$ cat src/rtl/vxi_cfg_map.svh
// register offsets, field positions and reset values of the configuration registers
`ifndef VXI_CFG_MAP_SVH
`define VXI_CFG_MAP_SVH
`define CTRL_REG_OFFSET 16'h0004
`define BASE_OFFSET_REG_OFFSET 16'h0006
`define CTRL_DECODE_EN_BIT 15
`define CTRL_SF_INHIBIT_BIT 1
`define CTRL_SOFT_RESET_BIT 0
`define STAT_MODID_BIT 14
`define STAT_EDTYPE_VALUE 4'he
`define STAT_VERSION_VALUE 4'hf
`define BASE_OFFSET_RESET 16'h0000
`endif

$ cat src/rtl/vxi_cfg_pkg.sv
// types shared by the configuration register bank
package vxi_cfg_pkg;
  typedef struct packed {
    logic decode_en;
    logic sf_inhibit;
    logic soft_reset;
  } ctrl_bits_t;

  typedef struct packed {
    logic [31:0] addr;
    logic wide32;
  } wide_access_t;
endpackage : vxi_cfg_pkg

$ cat src/rtl/vxi_control_and_offset_regs.sv
// configuration control, status mirror and wide-space base offset register bank
`timescale 1ns/100ps
`include "vxi_cfg_map.svh"
module vxi_control_and_offset_regs (
  input wire logic clk_in,
  input wire logic rst_n_in,
  input wire logic cfg_sel_in,
  input wire logic cfg_write_in,
  input wire logic [15:0] cfg_offset_in,
  input wire logic [3:0] cfg_byte_en_in,
  input wire logic [31:0] cfg_wdata_in,
  input wire logic cfg_from_cable_in,
  output logic [31:0] cfg_rdata_out,
  input wire logic init_passed_in,
  input wire logic init_ready_in,
  input wire logic forced_sysfail_bit_in,
  input wire logic cable_sysfail_in,
  input wire vxi_cfg_pkg::wide_access_t wide_access_in,
  input wire logic [3:0] memory_size_request_field_in,
  output logic wide_hit_out,
  output logic soft_reset_out,
  output logic sysfail_out
);
  // ************************************************
  // control bits
  // ************************************************
  vxi_cfg_pkg::ctrl_bits_t ctrl_q;
  logic [15:0] base_q;
  logic wr_ctrl;
  logic wr_base;
  logic [15:0] st_word;
  logic pass_q1, pass_q;
  logic cab_q1, cab_q;
  logic rdy_q1, rdy_q;

  // bridge inputs come from another domain, so two flops first
  always_ff @(posedge clk_in or negedge rst_n_in) begin
    if (!rst_n_in) begin
      pass_q1 <= 1'b0;
      pass_q <= 1'b0;
      cab_q1 <= 1'b0;
      cab_q <= 1'b0;
      rdy_q1 <= 1'b0;
      rdy_q <= 1'b0;
    end else begin
      pass_q1 <= init_passed_in;
      pass_q <= pass_q1;
      cab_q1 <= cable_sysfail_in;
      cab_q <= cab_q1;
      rdy_q1 <= init_ready_in;
      rdy_q <= rdy_q1;
    end
  end

  assign wr_ctrl = cfg_sel_in && cfg_write_in && cfg_offset_in == `CTRL_REG_OFFSET;
  assign wr_base = cfg_sel_in && cfg_write_in
                   && (cfg_offset_in == `BASE_OFFSET_REG_OFFSET
                       || cfg_offset_in == `CTRL_REG_OFFSET);

  // control lives in the upper lanes; 16/8-bit writes put it on lanes 3:2
  always_ff @(posedge clk_in or negedge rst_n_in) begin
    if (!rst_n_in) begin
      ctrl_q <= '0;
    end else if (wr_ctrl) begin
      if (cfg_byte_en_in[3]) begin
        ctrl_q.decode_en <= cfg_wdata_in[16 + `CTRL_DECODE_EN_BIT];
      end
      if (cfg_byte_en_in[2]) begin
        ctrl_q.sf_inhibit <= cfg_wdata_in[16 + `CTRL_SF_INHIBIT_BIT];
        // entry only before init completes; clearing always allowed
        if (!pass_q || !cfg_wdata_in[16 + `CTRL_SOFT_RESET_BIT]) begin
          ctrl_q.soft_reset <= cfg_wdata_in[16 + `CTRL_SOFT_RESET_BIT];
        end
      end
    end
  end

  // reserved bits 14..2 are written as ones by the master; not stored

  // ************************************************
  // base offset
  // ************************************************
  always_ff @(posedge clk_in or negedge rst_n_in) begin
    if (!rst_n_in) begin
      base_q <= `BASE_OFFSET_RESET;
    end else if (wr_base) begin
      if (cfg_byte_en_in[1]) base_q[15:8] <= cfg_wdata_in[15:8];
      if (cfg_byte_en_in[0]) base_q[7:0] <= cfg_wdata_in[7:0];
    end
  end

  // ************************************************
  // read path
  // ************************************************
  assign st_word = {ctrl_q.decode_en, 1'b1, `STAT_EDTYPE_VALUE, 1'b0, cfg_from_cable_in,
                    `STAT_VERSION_VALUE, rdy_q, pass_q,
                    ctrl_q.sf_inhibit, ctrl_q.soft_reset};

  always_ff @(posedge clk_in or negedge rst_n_in) begin
    if (!rst_n_in) begin
      cfg_rdata_out <= 32'h0000_0000;
    end else if (cfg_sel_in && !cfg_write_in) begin
      if (cfg_offset_in == `CTRL_REG_OFFSET) begin
        cfg_rdata_out <= {st_word, base_q};
      end else if (cfg_offset_in == `BASE_OFFSET_REG_OFFSET) begin
        cfg_rdata_out <= {16'h0000, base_q};
      end else begin
        cfg_rdata_out <= 32'h0000_0000;
      end
    end
  end

  // ************************************************
  // wide-space decoder
  // ************************************************
  function automatic logic match_top(input logic [15:0] off, input logic [15:0] lines,
                                     input logic [3:0] req);
    logic [15:0] mask;
    mask = ~(16'hffff >> ({1'b0, req} + 5'h01));
    return ((off ^ lines) & mask) == 16'h0000;
  endfunction : match_top

  logic [15:0] sel_lines;
  assign sel_lines = wide_access_in.wide32 ? wide_access_in.addr[31:16]
                                           : wide_access_in.addr[23:8];
  // same offset for both buses; registered values used from next cycle
  assign wide_hit_out = ctrl_q.decode_en
                        && match_top(base_q, sel_lines, memory_size_request_field_in);

  assign soft_reset_out = ctrl_q.soft_reset;
  assign sysfail_out = (!pass_q && !ctrl_q.sf_inhibit) || forced_sysfail_bit_in
                       || cab_q;
endmodule : vxi_control_and_offset_regs

$ cat config.mk
export PLATFORM = sky130hd
export DESIGN_NAME = vxi_control_and_offset_regs
export DESIGN_NICKNAME = d
export VERILOG_FILES = /design/src/rtl/vxi_cfg_pkg.sv /design/src/rtl/vxi_control_and_offset_regs.sv
export VERILOG_INCLUDE_DIRS = /design/src /design/src/rtl
export SDC_FILE = /design/constraint.sdc
export NUM_CORES = 1
export LEC_CHECK = 0
export ABC_AREA = 1
export BUFFER_PORTS_ARGS = -buffer_cell sky130_fd_sc_hd__buf_2
export CAP_MARGIN = 10
export CORE_UTILIZATION = 30
export DETAILED_ROUTE_END_ITERATION = 6
export HOLD_SLACK_MARGIN = 0.02
export PLACE_DENSITY_LB_ADDON = 0.15
export SETUP_SLACK_MARGIN = 0.05
export SLEW_MARGIN = 20
export SYNTH_ARGS = -nofsm -noshare
export SYNTH_HDL_FRONTEND = slang
export SYNTH_SLANG_ARGS = --single-unit
export TNS_END_PERCENT = 20
$ cat constraint.sdc
create_clock -name clk_in -period 0.88 [get_ports clk_in]
set_input_delay 0.132 -clock clk_in [delete_from_list [all_inputs] [get_ports clk_in]]
set_output_delay 0.132 -clock clk_in [all_outputs]
set_load 0.005 [all_outputs]
==> flow_metrics.tcl, run 1 <==
set metrics [dict create \
    crit_path_top_delay_cell "dfrtp_1" \
    grt_pass1_vias 2775 \
    syn_avg_cell_area_sq_um 7.02 \
    route.met3.wl_um 360 \
    num-nets-final 625 \
    crit_buf_inv 1 \
    arrival_ps 1380 \
    portBuffers 109 \
    grt_usage_pct 17.4 \
    clock_latency_ps 300 \
    power-per-cell-area_mw_per_mm2 1040 \
    dp_hpwl_um 6130 \
    start_kind "flop" \
    fin_crit_ps 1510 \
    post-route-util_pct 45.7 \
    grt_setup_unrepaired "true" \
    leakage_nw 2.18 \
    cts_tree "done" \
    cts_sinks 48 \
    synth_ff_type "dfrtp_1" \
    dieArea_sq_mm 0.00949 \
    vias 2934 \
    drt-wirelength-per-cell_um 12.7 \
    cts.reportedPaths.clkPinSlew_ps 90 \
    antenna_left 0 \
    cp_max_fo 3 \
    cts_root_buf "clkbuf_8" \
    dieHeight_um 97.4 \
    drt-pass1-iter-count 4 \
    worst_slack_ps -635 \
    rows 34 \
    seq_area_frac_synth_pct 44.0 \
    cts_buffers 5 \
    fmax_mhz 660 \
    syn_inst 389 \
    critPathMaxStageDelay_ps 410 \
    core-area_sq_mm 0.00876 \
    wl_met1_um 3710 \
    synth_seq_cells 48 \
    violations "setup timing" \
    synth_enable_flop_cells 0 \
    final_max_slew_viol_count 0 \
    synth_top_area_share_pct 44.0 \
    drc 0 \
    layout-area-overhead-vs-synth_pct 46.6 \
    drive_gt1_share_pct 36.1 \
    mostFrequentLayoutCells "139 x nand2_1, 95 x buf_2, 48 x dfrtp_1" \
    maxCapViolCount 0 \
    ioPinCount 133 \
    die_w_um 97.4 \
    htreeDepth 2 \
    critPathCaptureType "primary output" \
    syn_area_sq_mm 0.00273 \
    top_layer_used "met4" \
    grt_max_degree 49 \
    synthArstFlopShare_pct 100 \
    yosysUniqueCellTypes 22 \
    start_util_pct 31.2 \
    final_common_cell "nand2_1" \
    crit_chain "nand3b_1 -> nand3_1 -> nand2_1 -> nor2_1 -> nand2_1 -> nor2_1 -> buf_2" \
    status "finished with violations" \
    gp_congestion 0.861 \
    tns_ps -4610 \
    hp-class "in -> reg" \
    wl_met2_um 3910 \
    grt_pass1_wl_um 13200 \
    ys_top_cells_by_area "dfrtp_1 44%, nand2_1 21%, nand3_1 8.6%" \
    via_per_inst 4.62 \
    ys_warn_count 0 \
    ir_worst_vdd_uv 569 \
    first_iter_violations 126 \
    antenna_cells 0 \
    antenna_found_initial 0 \
    finalCritPeriodShare_pct 172 \
    cts_buffer_depth 2 \
    hold_viol_final 0 \
    critPathKind "reg -> out" \
    finalSetupViolations 49 \
    routed_wl_um 8040 \
    grt_overflow 0 \
    critPathRequiredTime_ps 750 \
    finClkSkew_ps 7.70 \
    synth_area_leader_cell "dfrtp_1" \
    critical_path.top_delay_family "simple AND/OR/NAND/NOR gates" \
]
[state kept, by name (all words and copies together) (netlist names)]
register and count:
pass_q1 1, cfg_rdata_out 23, pass_q 1, cab_q1 1, soft_reset_out 1, cab_q 1, ctrl_q 2, rdy_q 1
rdy_q1 1, base_q 16
[final timing paths]
kind | start | to | slack (ps) | depth (start not counted)
worst min-delay path | cfg_wdata_in[10] | base_q[10]$_DFFE_PN0P_ | 60 | 3
worst min register to register | cab_q1$_DFF_PN0_ | cab_q$_DFF_PN0_ | 360 | 0
max in group asynchronous | rst_n_in | cfg_rdata_out[8]$_DFFE_PN0P_ | 300 | 3
worst max-delay path | base_q[6]$_DFFE_PN0P_ | wide_hit_out | -630 | 7
min in group asynchronous | rst_n_in | soft_reset_out$_DFFE_PN0P_ | 340 | 3
worst max register to register | cfg_rdata_out[30]$_DFFE_PN0P_ | cfg_rdata_out[30]$_DFFE_PN0P_ | 40 | 4
[cells in the mapped netlist, types with 2 or more instances]
master      n
nor2_1     23
o21ai_1    13
nand2_1   150
nand2_2     2
inv_1      31
buf_4       9
nand3b_1    6
buf_2       7
dfrtp_1    48
o21ai_0    36
nand3_1    47
clkbuf_1    5
a21oi_1     3
[per-layer routing]
metal	global-route usage (%)	vias to the layer above
li1	-	1501
met4	4.07	0
met5	0	-
met3	2.59	5
met2	29.1	70
met1	23.6	1358
[worst reg2reg max path, cell delays in order (launching register included)]
cell     delay [ps]
dfrtp_1         410
buf_6           140
buf_6           100
o21ai_2          40
nand2_1          50
[metrics by stage]
step                      instance area [sq um]  power, mW  cells  setup slack, ps  hold WS [ps]
after floorplan                            2770       2.56    390             -176          -164
after global placement                     3590       2.90    616             -470           142
after detailed placement                   3590       2.91    616             -470           142
after CTS                                  3830       4.21    634             -659          54.3
after global routing                       4010       4.38    635             -739          58.8
final                                      4010       4.17    635             -635          62.4
[where the power goes]
group / leakage (nW) / internal (mW) / total (mW) / switching, mW
combinational: 1.49 / 0.307 / 0.699 / 0.392
sequential: 0.652 / 2.22 / 2.22 / 0.00409
clock: 0.0410 / 0.542 / 1.25 / 0.710
[logic make-up after synthesis]
group	Yosys count	synth area share, %
compound gates	52	9.52
buf+inv	54	9.25
flops	48	44.0
other cells	1	0.137
simple gates	234	37.1
[final cells by class]
type / instances / area [sq um]
tap: 108 / 135
clock inverter: 1 / 5.00
fill: 942 / 4760
clock buffer: 6 / 72.6
timing repair buffer: 153 / 1030
sequential: 48 / 1200
inverter: 31 / 116
multi-input combinational: 288 / 1440
[what timing repair did]
action	CTS	global route
pin swaps	17	18
buffers inserted	6	1
setup endpoints to repair	63	75
cloned	1	0
endpoints found under the hold margin	51	0
hold buffers	4	0
gates resized for setup	23	42
Note: power is estimated with default switching activity, not from simulation.
==> run 2, diff against run 1 <==
--- a/config.mk
+++ b/config.mk
@@ -11,6 +11,7 @@
 export CAP_MARGIN = 10
 export CORE_UTILIZATION = 30
 export DETAILED_ROUTE_END_ITERATION = 6
+export GPL_TIMING_DRIVEN = 0
 export HOLD_SLACK_MARGIN = 0.02
 export PLACE_DENSITY_LB_ADDON = 0.15
 export SETUP_SLACK_MARGIN = 0.05
==> run 2 against run 1 <==
The flow finishes with violations (hold timing, setup timing). First-iteration DRC count is 25% lower. Sequential share of layout area increased by 0.27 points. Cell area fell by 0.47%. Utilization down 0.21 points. Die area stayed put. Total power up 13%. Sequential power barely moved. Highest routed layer unchanged. Clock power increased by 47%. Clock-buffer cell count decreased by 1.
==> flow_metrics.tcl, run 2 (synthesis gave the netlist of run 1 again) <==
set metrics [dict create \
    arrival_ps 1410 \
    final_common_cell "nand2_1" \
    fin_hold_ws_ps -165 \
    grt_pass1_vias 2673 \
    critPathCaptureType "primary output" \
    ir_worst_vdd_uv 560 \
    antenna_left 0 \
    critPathRequiredTime_ps 750 \
    vias 2968 \
    drive_gt1_share_pct 35.9 \
    start_util_pct 31.2 \
    layout-area-overhead-vs-synth_pct 45.9 \
    fin_crit_ps 1550 \
    cts_buffers 5 \
    dieArea_sq_mm 0.00949 \
    cts_root_buf "clkbuf_8" \
    critPathMaxStageDelay_ps 420 \
    cts_tree "done" \
    first_iter_violations 94 \
    grt_overflow 0 \
    drc 0 \
    antenna_cells 0 \
    largest_register_ffs 23 \
    dp_hpwl_um 6120 \
    status "finished with violations" \
    slew_headroom_pct 59.1 \
    finalCritPeriodShare_pct 176 \
    power-per-cell-area_mw_per_mm2 1180 \
    finClkSkew_ps 10.5 \
    power_mw 4.72 \
    die_w_um 97.4 \
    hp-class "in -> async" \
    clock_latency_ps 300 \
    grt_pass1_wl_um 12800 \
    leakage_nw 2.19 \
    grt_max_degree 49 \
    critPathKind "reg -> out" \
    fmax_mhz 647 \
    finalNonFillerCells 634 \
    violations "hold timing, setup timing" \
    cp_max_fo 4 \
    place_ws_ps -540 \
    gp_congestion 0.883 \
    worst_pin_slew_ps 613 \
    num-nets-final 624 \
    rows 34 \
    antenna_found_initial 0 \
    finalSetupViolations 49 \
    grt_usage_pct 17.1 \
    crit_chain "nand3b_1 -> nand3_1 -> nand2_1 -> nor2_1 -> nand2_1 -> nor2_1 -> buf_2" \
    grt_setup_unrepaired "true" \
    hold_viol_final 48 \
    ioPinCount 133 \
    via_per_inst 4.68 \
    mostFrequentLayoutCells "143 x nand2_1, 99 x buf_2, 44 x dfrtp_1" \
    start_kind "flop" \
    hold_buffers 3 \
    top_register "cfg_rdata_out" \
    htreeDepth 2 \
    crit_path_top_delay_cell "dfrtp_1" \
    cts_buffer_depth 2 \
    cts_sinks 48 \
    final_max_slew_viol_count 0 \
    dpl.cell_count 605 \
    worst_slack_ps -666 \
    largestRegisters "cfg_rdata_out x23, base_q x16, ctrl_q x2" \
    core-area_sq_mm 0.00876 \
    drt-pass1-iter-count 4 \
    drt-wirelength-per-cell_um 12.9 \
    dieHeight_um 97.4 \
    cts.reportedPaths.clkPinSlew_ps 80 \
    portBuffers 107 \
    maxCapViolCount 0 \
    routed_wl_um 8200 \
]
## run 2: metrics by stage
stage / cell area [sq um] / setup TNS [ps] / utilization, %
2_1_floorplan: 2770 / -3720 / -
3_3_place_gp: 3440 / -26790 / 39.2
6_report: 3990 / -5640 / 45.5
5_1_grt: 3990 / -8130 / 45.5
3_5_place_dp: 3440 / -26990 / 39.2
4_1_cts: 3880 / -6090 / 44.2
## run 2: path summary, 6_finish.rpt
check                                            from                       endpoint  slack [ps]  cells after the start
worst min-delay path                         rst_n_in  cfg_rdata_out[24]$_DFFE_PN0P_        -160                      1
worst min register to register       cab_q1$_DFF_PN0_                cab_q$_DFF_PN0_         350                      0
min in group clk_in                  cfg_wdata_in[17]          ctrl_q[1]$_DFFE_PN0P_          50                      3
worst max-delay path            base_q[0]$_DFFE_PN0P_                   wide_hit_out        -670                      7
max in group asynchronous                    rst_n_in          base_q[3]$_DFFE_PN0P_         590                      1
worst max register to register       pass_q$_DFF_PN0_     soft_reset_out$_DFFE_PN0P_          30                      5
## run 2: layout make-up
class,instances,area [sq um]
plain buffers,22,165
clock buffers,5,68.8
clock inverters,2,60.1
fillers,945,4780
inverters,31,116
multi-input cells,288,1410
flip-flops and latches,48,1210
well taps,108,135
repair buffers,130,828
## run 2: report_power, final
| group | internal (mW) | switching [mW] |
|---|---|---|
| clock | 1.12 | 0.726 |
| sequential | 2.22 | 0.00418 |
| combinational | 0.276 | 0.381 |
| total | 3.61 | 1.11 |
## run 2: what timing repair did
item                                    CTS  global route
resized for setup                        42            32
endpoints found under the setup margin   68            73
pin swaps                                18            14
hold endpoints to repair                 51            48
buffers inserted                         15             4
gates cloned                              1             0
## run 2: worst max-delay path, delay by kind of cell (launching register included)
family        cells  cell delay [ps]
flops             1              420
simple gates      6              580
buf+inv           1              120
## run 2: layer usage
layer	share of wire, %	track usage [%]
met4	1.0	4.64
met3	5.7	2.95
met5	0	0
met2	48	28.2
met1	45	23.2
==> run 3, diff against run 2 <==
--- a/config.mk
+++ b/config.mk
@@ -9,10 +9,13 @@
 export ABC_AREA = 1
 export BUFFER_PORTS_ARGS = -buffer_cell sky130_fd_sc_hd__buf_2
 export CAP_MARGIN = 10
+export CORE_MARGIN = 5
 export CORE_UTILIZATION = 30
 export DETAILED_ROUTE_END_ITERATION = 6
+export GPL_ROUTABILITY_DRIVEN = 0
 export GPL_TIMING_DRIVEN = 0
 export HOLD_SLACK_MARGIN = 0.02
+export MAX_ROUTING_LAYER = met4
 export PLACE_DENSITY_LB_ADDON = 0.15
 export SETUP_SLACK_MARGIN = 0.05
 export SLEW_MARGIN = 20
==> run 3 against run 2 <==
The flow still finishes with violations (hold timing, setup timing). Flip-flop and latch count is the same. Critical path depth stayed put. Utilization barely moved. Register-to-register slack is essentially flat. Clock power fell by 12%.
==> flow_metrics.tcl, run 3 (synthesis gave the netlist of run 1 again) <==
set metrics [dict create \
    finalSetupViolations 49 \
    layout-area-overhead-vs-synth_pct 46.6 \
    largest_register_ffs 23 \
    place_area_sq_mm 0.00344 \
    fin_hold_ws_ps -162 \
    mostFrequentLayoutCells "141 x nand2_1, 101 x buf_2, 45 x dfrtp_1" \
    grt_overflow 0 \
    slew_headroom_pct 58.2 \
    dpl.cell_count 605 \
    drt-wirelength-per-cell_um 13.5 \
    ioPinCount 133 \
    hp-class "in -> async" \
    largestRegisters "cfg_rdata_out x23, base_q x16, ctrl_q x2" \
    finalNonFillerCells 637 \
    grt_setup_unrepaired "true" \
    grt_pass1_vias 3030 \
    status "finished with violations" \
    start_kind "flop" \
    rrSetupSlack_ps 20 \
    ir_worst_vdd_uv 629 \
    grt_max_degree 49 \
    power_mw 4.50 \
    design_area_sq_mm 0.00401 \
    hold_buffers 3 \
    ff_latch_area_sq_mm 0.00120 \
    routed_wl_um 8630 \
    final_max_slew_viol_count 0 \
    critPathCaptureType "primary output" \
    antenna_left 0 \
    grt_pass1_wl_um 14400 \
    cts.reportedPaths.clkPinSlew_ps 90 \
    maxCapViolCount 0 \
    worst_pin_slew_ps 627 \
    antenna_found_initial 0 \
    rows 34 \
    worst_slack_ps -700 \
    cp_max_fo 3 \
    power-per-cell-area_mw_per_mm2 1120 \
    cts_buffers 5 \
    hold_viol_final 48 \
    start_util_pct 31.0 \
    via_per_inst 4.60 \
    arrival_ps 1450 \
    vias 2930 \
    reg2reg_depth 5 \
    portBuffers 107 \
    critPathRequiredTime_ps 750 \
    die_w_um 105 \
    critPathKind "reg -> out" \
    fin_crit_ps 1580 \
    top_register "cfg_rdata_out" \
    htreeDepth 2 \
    cts_root_buf "clkbuf_8" \
    violations "hold timing, setup timing" \
    dieHeight_um 105 \
    finClkSkew_ps 11.5 \
    cts_buffer_depth 2 \
    multi_input_area_sq_mm 0.00145 \
    core-area_sq_mm 0.00881 \
    dp_hpwl_um 6540 \
    fmax_mhz 633 \
    first_iter_violations 67 \
    clock_latency_ps 300 \
    final_common_cell "nand2_1" \
    post-route-util_pct 45.5 \
    cts_sinks 48 \
    grt_usage_pct 16.3 \
    num-nets-final 626 \
    drive_gt1_share_pct 37.1 \
    fillerInstances 937 \
    antenna_cells 0 \
    drc 0 \
    drt-pass1-iter-count 4 \
    cts_tree "done" \
    dieArea_sq_mm 0.0111 \
    finalCritPeriodShare_pct 180 \
    tns_ps -5480 \
    leakage_nw 2.16 \
]
-- run 3: report_power, final --
part	total, mW	switching (mW)	leakage, nW	internal (mW)
Combinational	0.663	0.388	1.46	0.275
Sequential	2.22	0.00492	0.647	2.22
Clock	1.61	0.770	0.0541	0.842
Total	4.50	1.16	2.16	3.33
-- run 3: path summary, 6_finish.rpt --
check / startpoint / end
max in group asynchronous: rst_n_in / cfg_rdata_out[30]$_DFFE_PN0P_
min in group clk_in: cfg_wdata_in[17] / ctrl_q[1]$_DFFE_PN0P_
worst max register to register: pass_q$_DFF_PN0_ / soft_reset_out$_DFFE_PN0P_
worst min-delay path: rst_n_in / rdy_q1$_DFF_PN0_
worst min register to register: cab_q1$_DFF_PN0_ / cab_q$_DFF_PN0_
worst max-delay path: base_q[4]$_DFFE_PN0P_ / wide_hit_out
-- run 3: critical path: stages (launching register included) --
cell	delay, ps
dfrtp_1	410
nand3b_1	170
nand3_1	110
nand2_2	70
nor2_2	100
nand2_1	60
nor2_1	110
buf_2	120
-- run 3: cell type report --
| class | instances | share of cell area, % |
|---|---|---|
| clock inverters | 3 | 1.06 |
| well taps | 108 | 3.37 |
| inverters | 31 | 2.90 |
| flip-flops and latches | 48 | 30.1 |
| plain buffers | 23 | 4.22 |
| repair buffers | 131 | 20.5 |
| clock buffers | 5 | 1.72 |
| multi-input cells | 288 | 36.1 |
-- run 3: repair_timing --
action | 4_1_cts | 5_1_grt
pin swaps | 19 | 17
gates resized for setup | 34 | 43
setup endpoints to repair | 67 | 75
setup buffers | 18 | 2
cloned | 1 | 0
hold endpoints to repair | 51 | 48
-- run 3: metal layers --
metal / global-route usage (%) / share of wire, %
met1: 20.3 / 44
met2: 28.2 / 50
met3: 3.36 / 5.6
met4: 1.69 / 0.14
met5: - / 0
-- run 3: stage by stage --
stage | hold slack, ps | setup slack (ps)
after floorplan | -164 | -176
after global placement | 241 | -532
after detailed placement | 244 | -541
after CTS | -138 | -675
after global routing | -117 | -778
final | -162 | -700
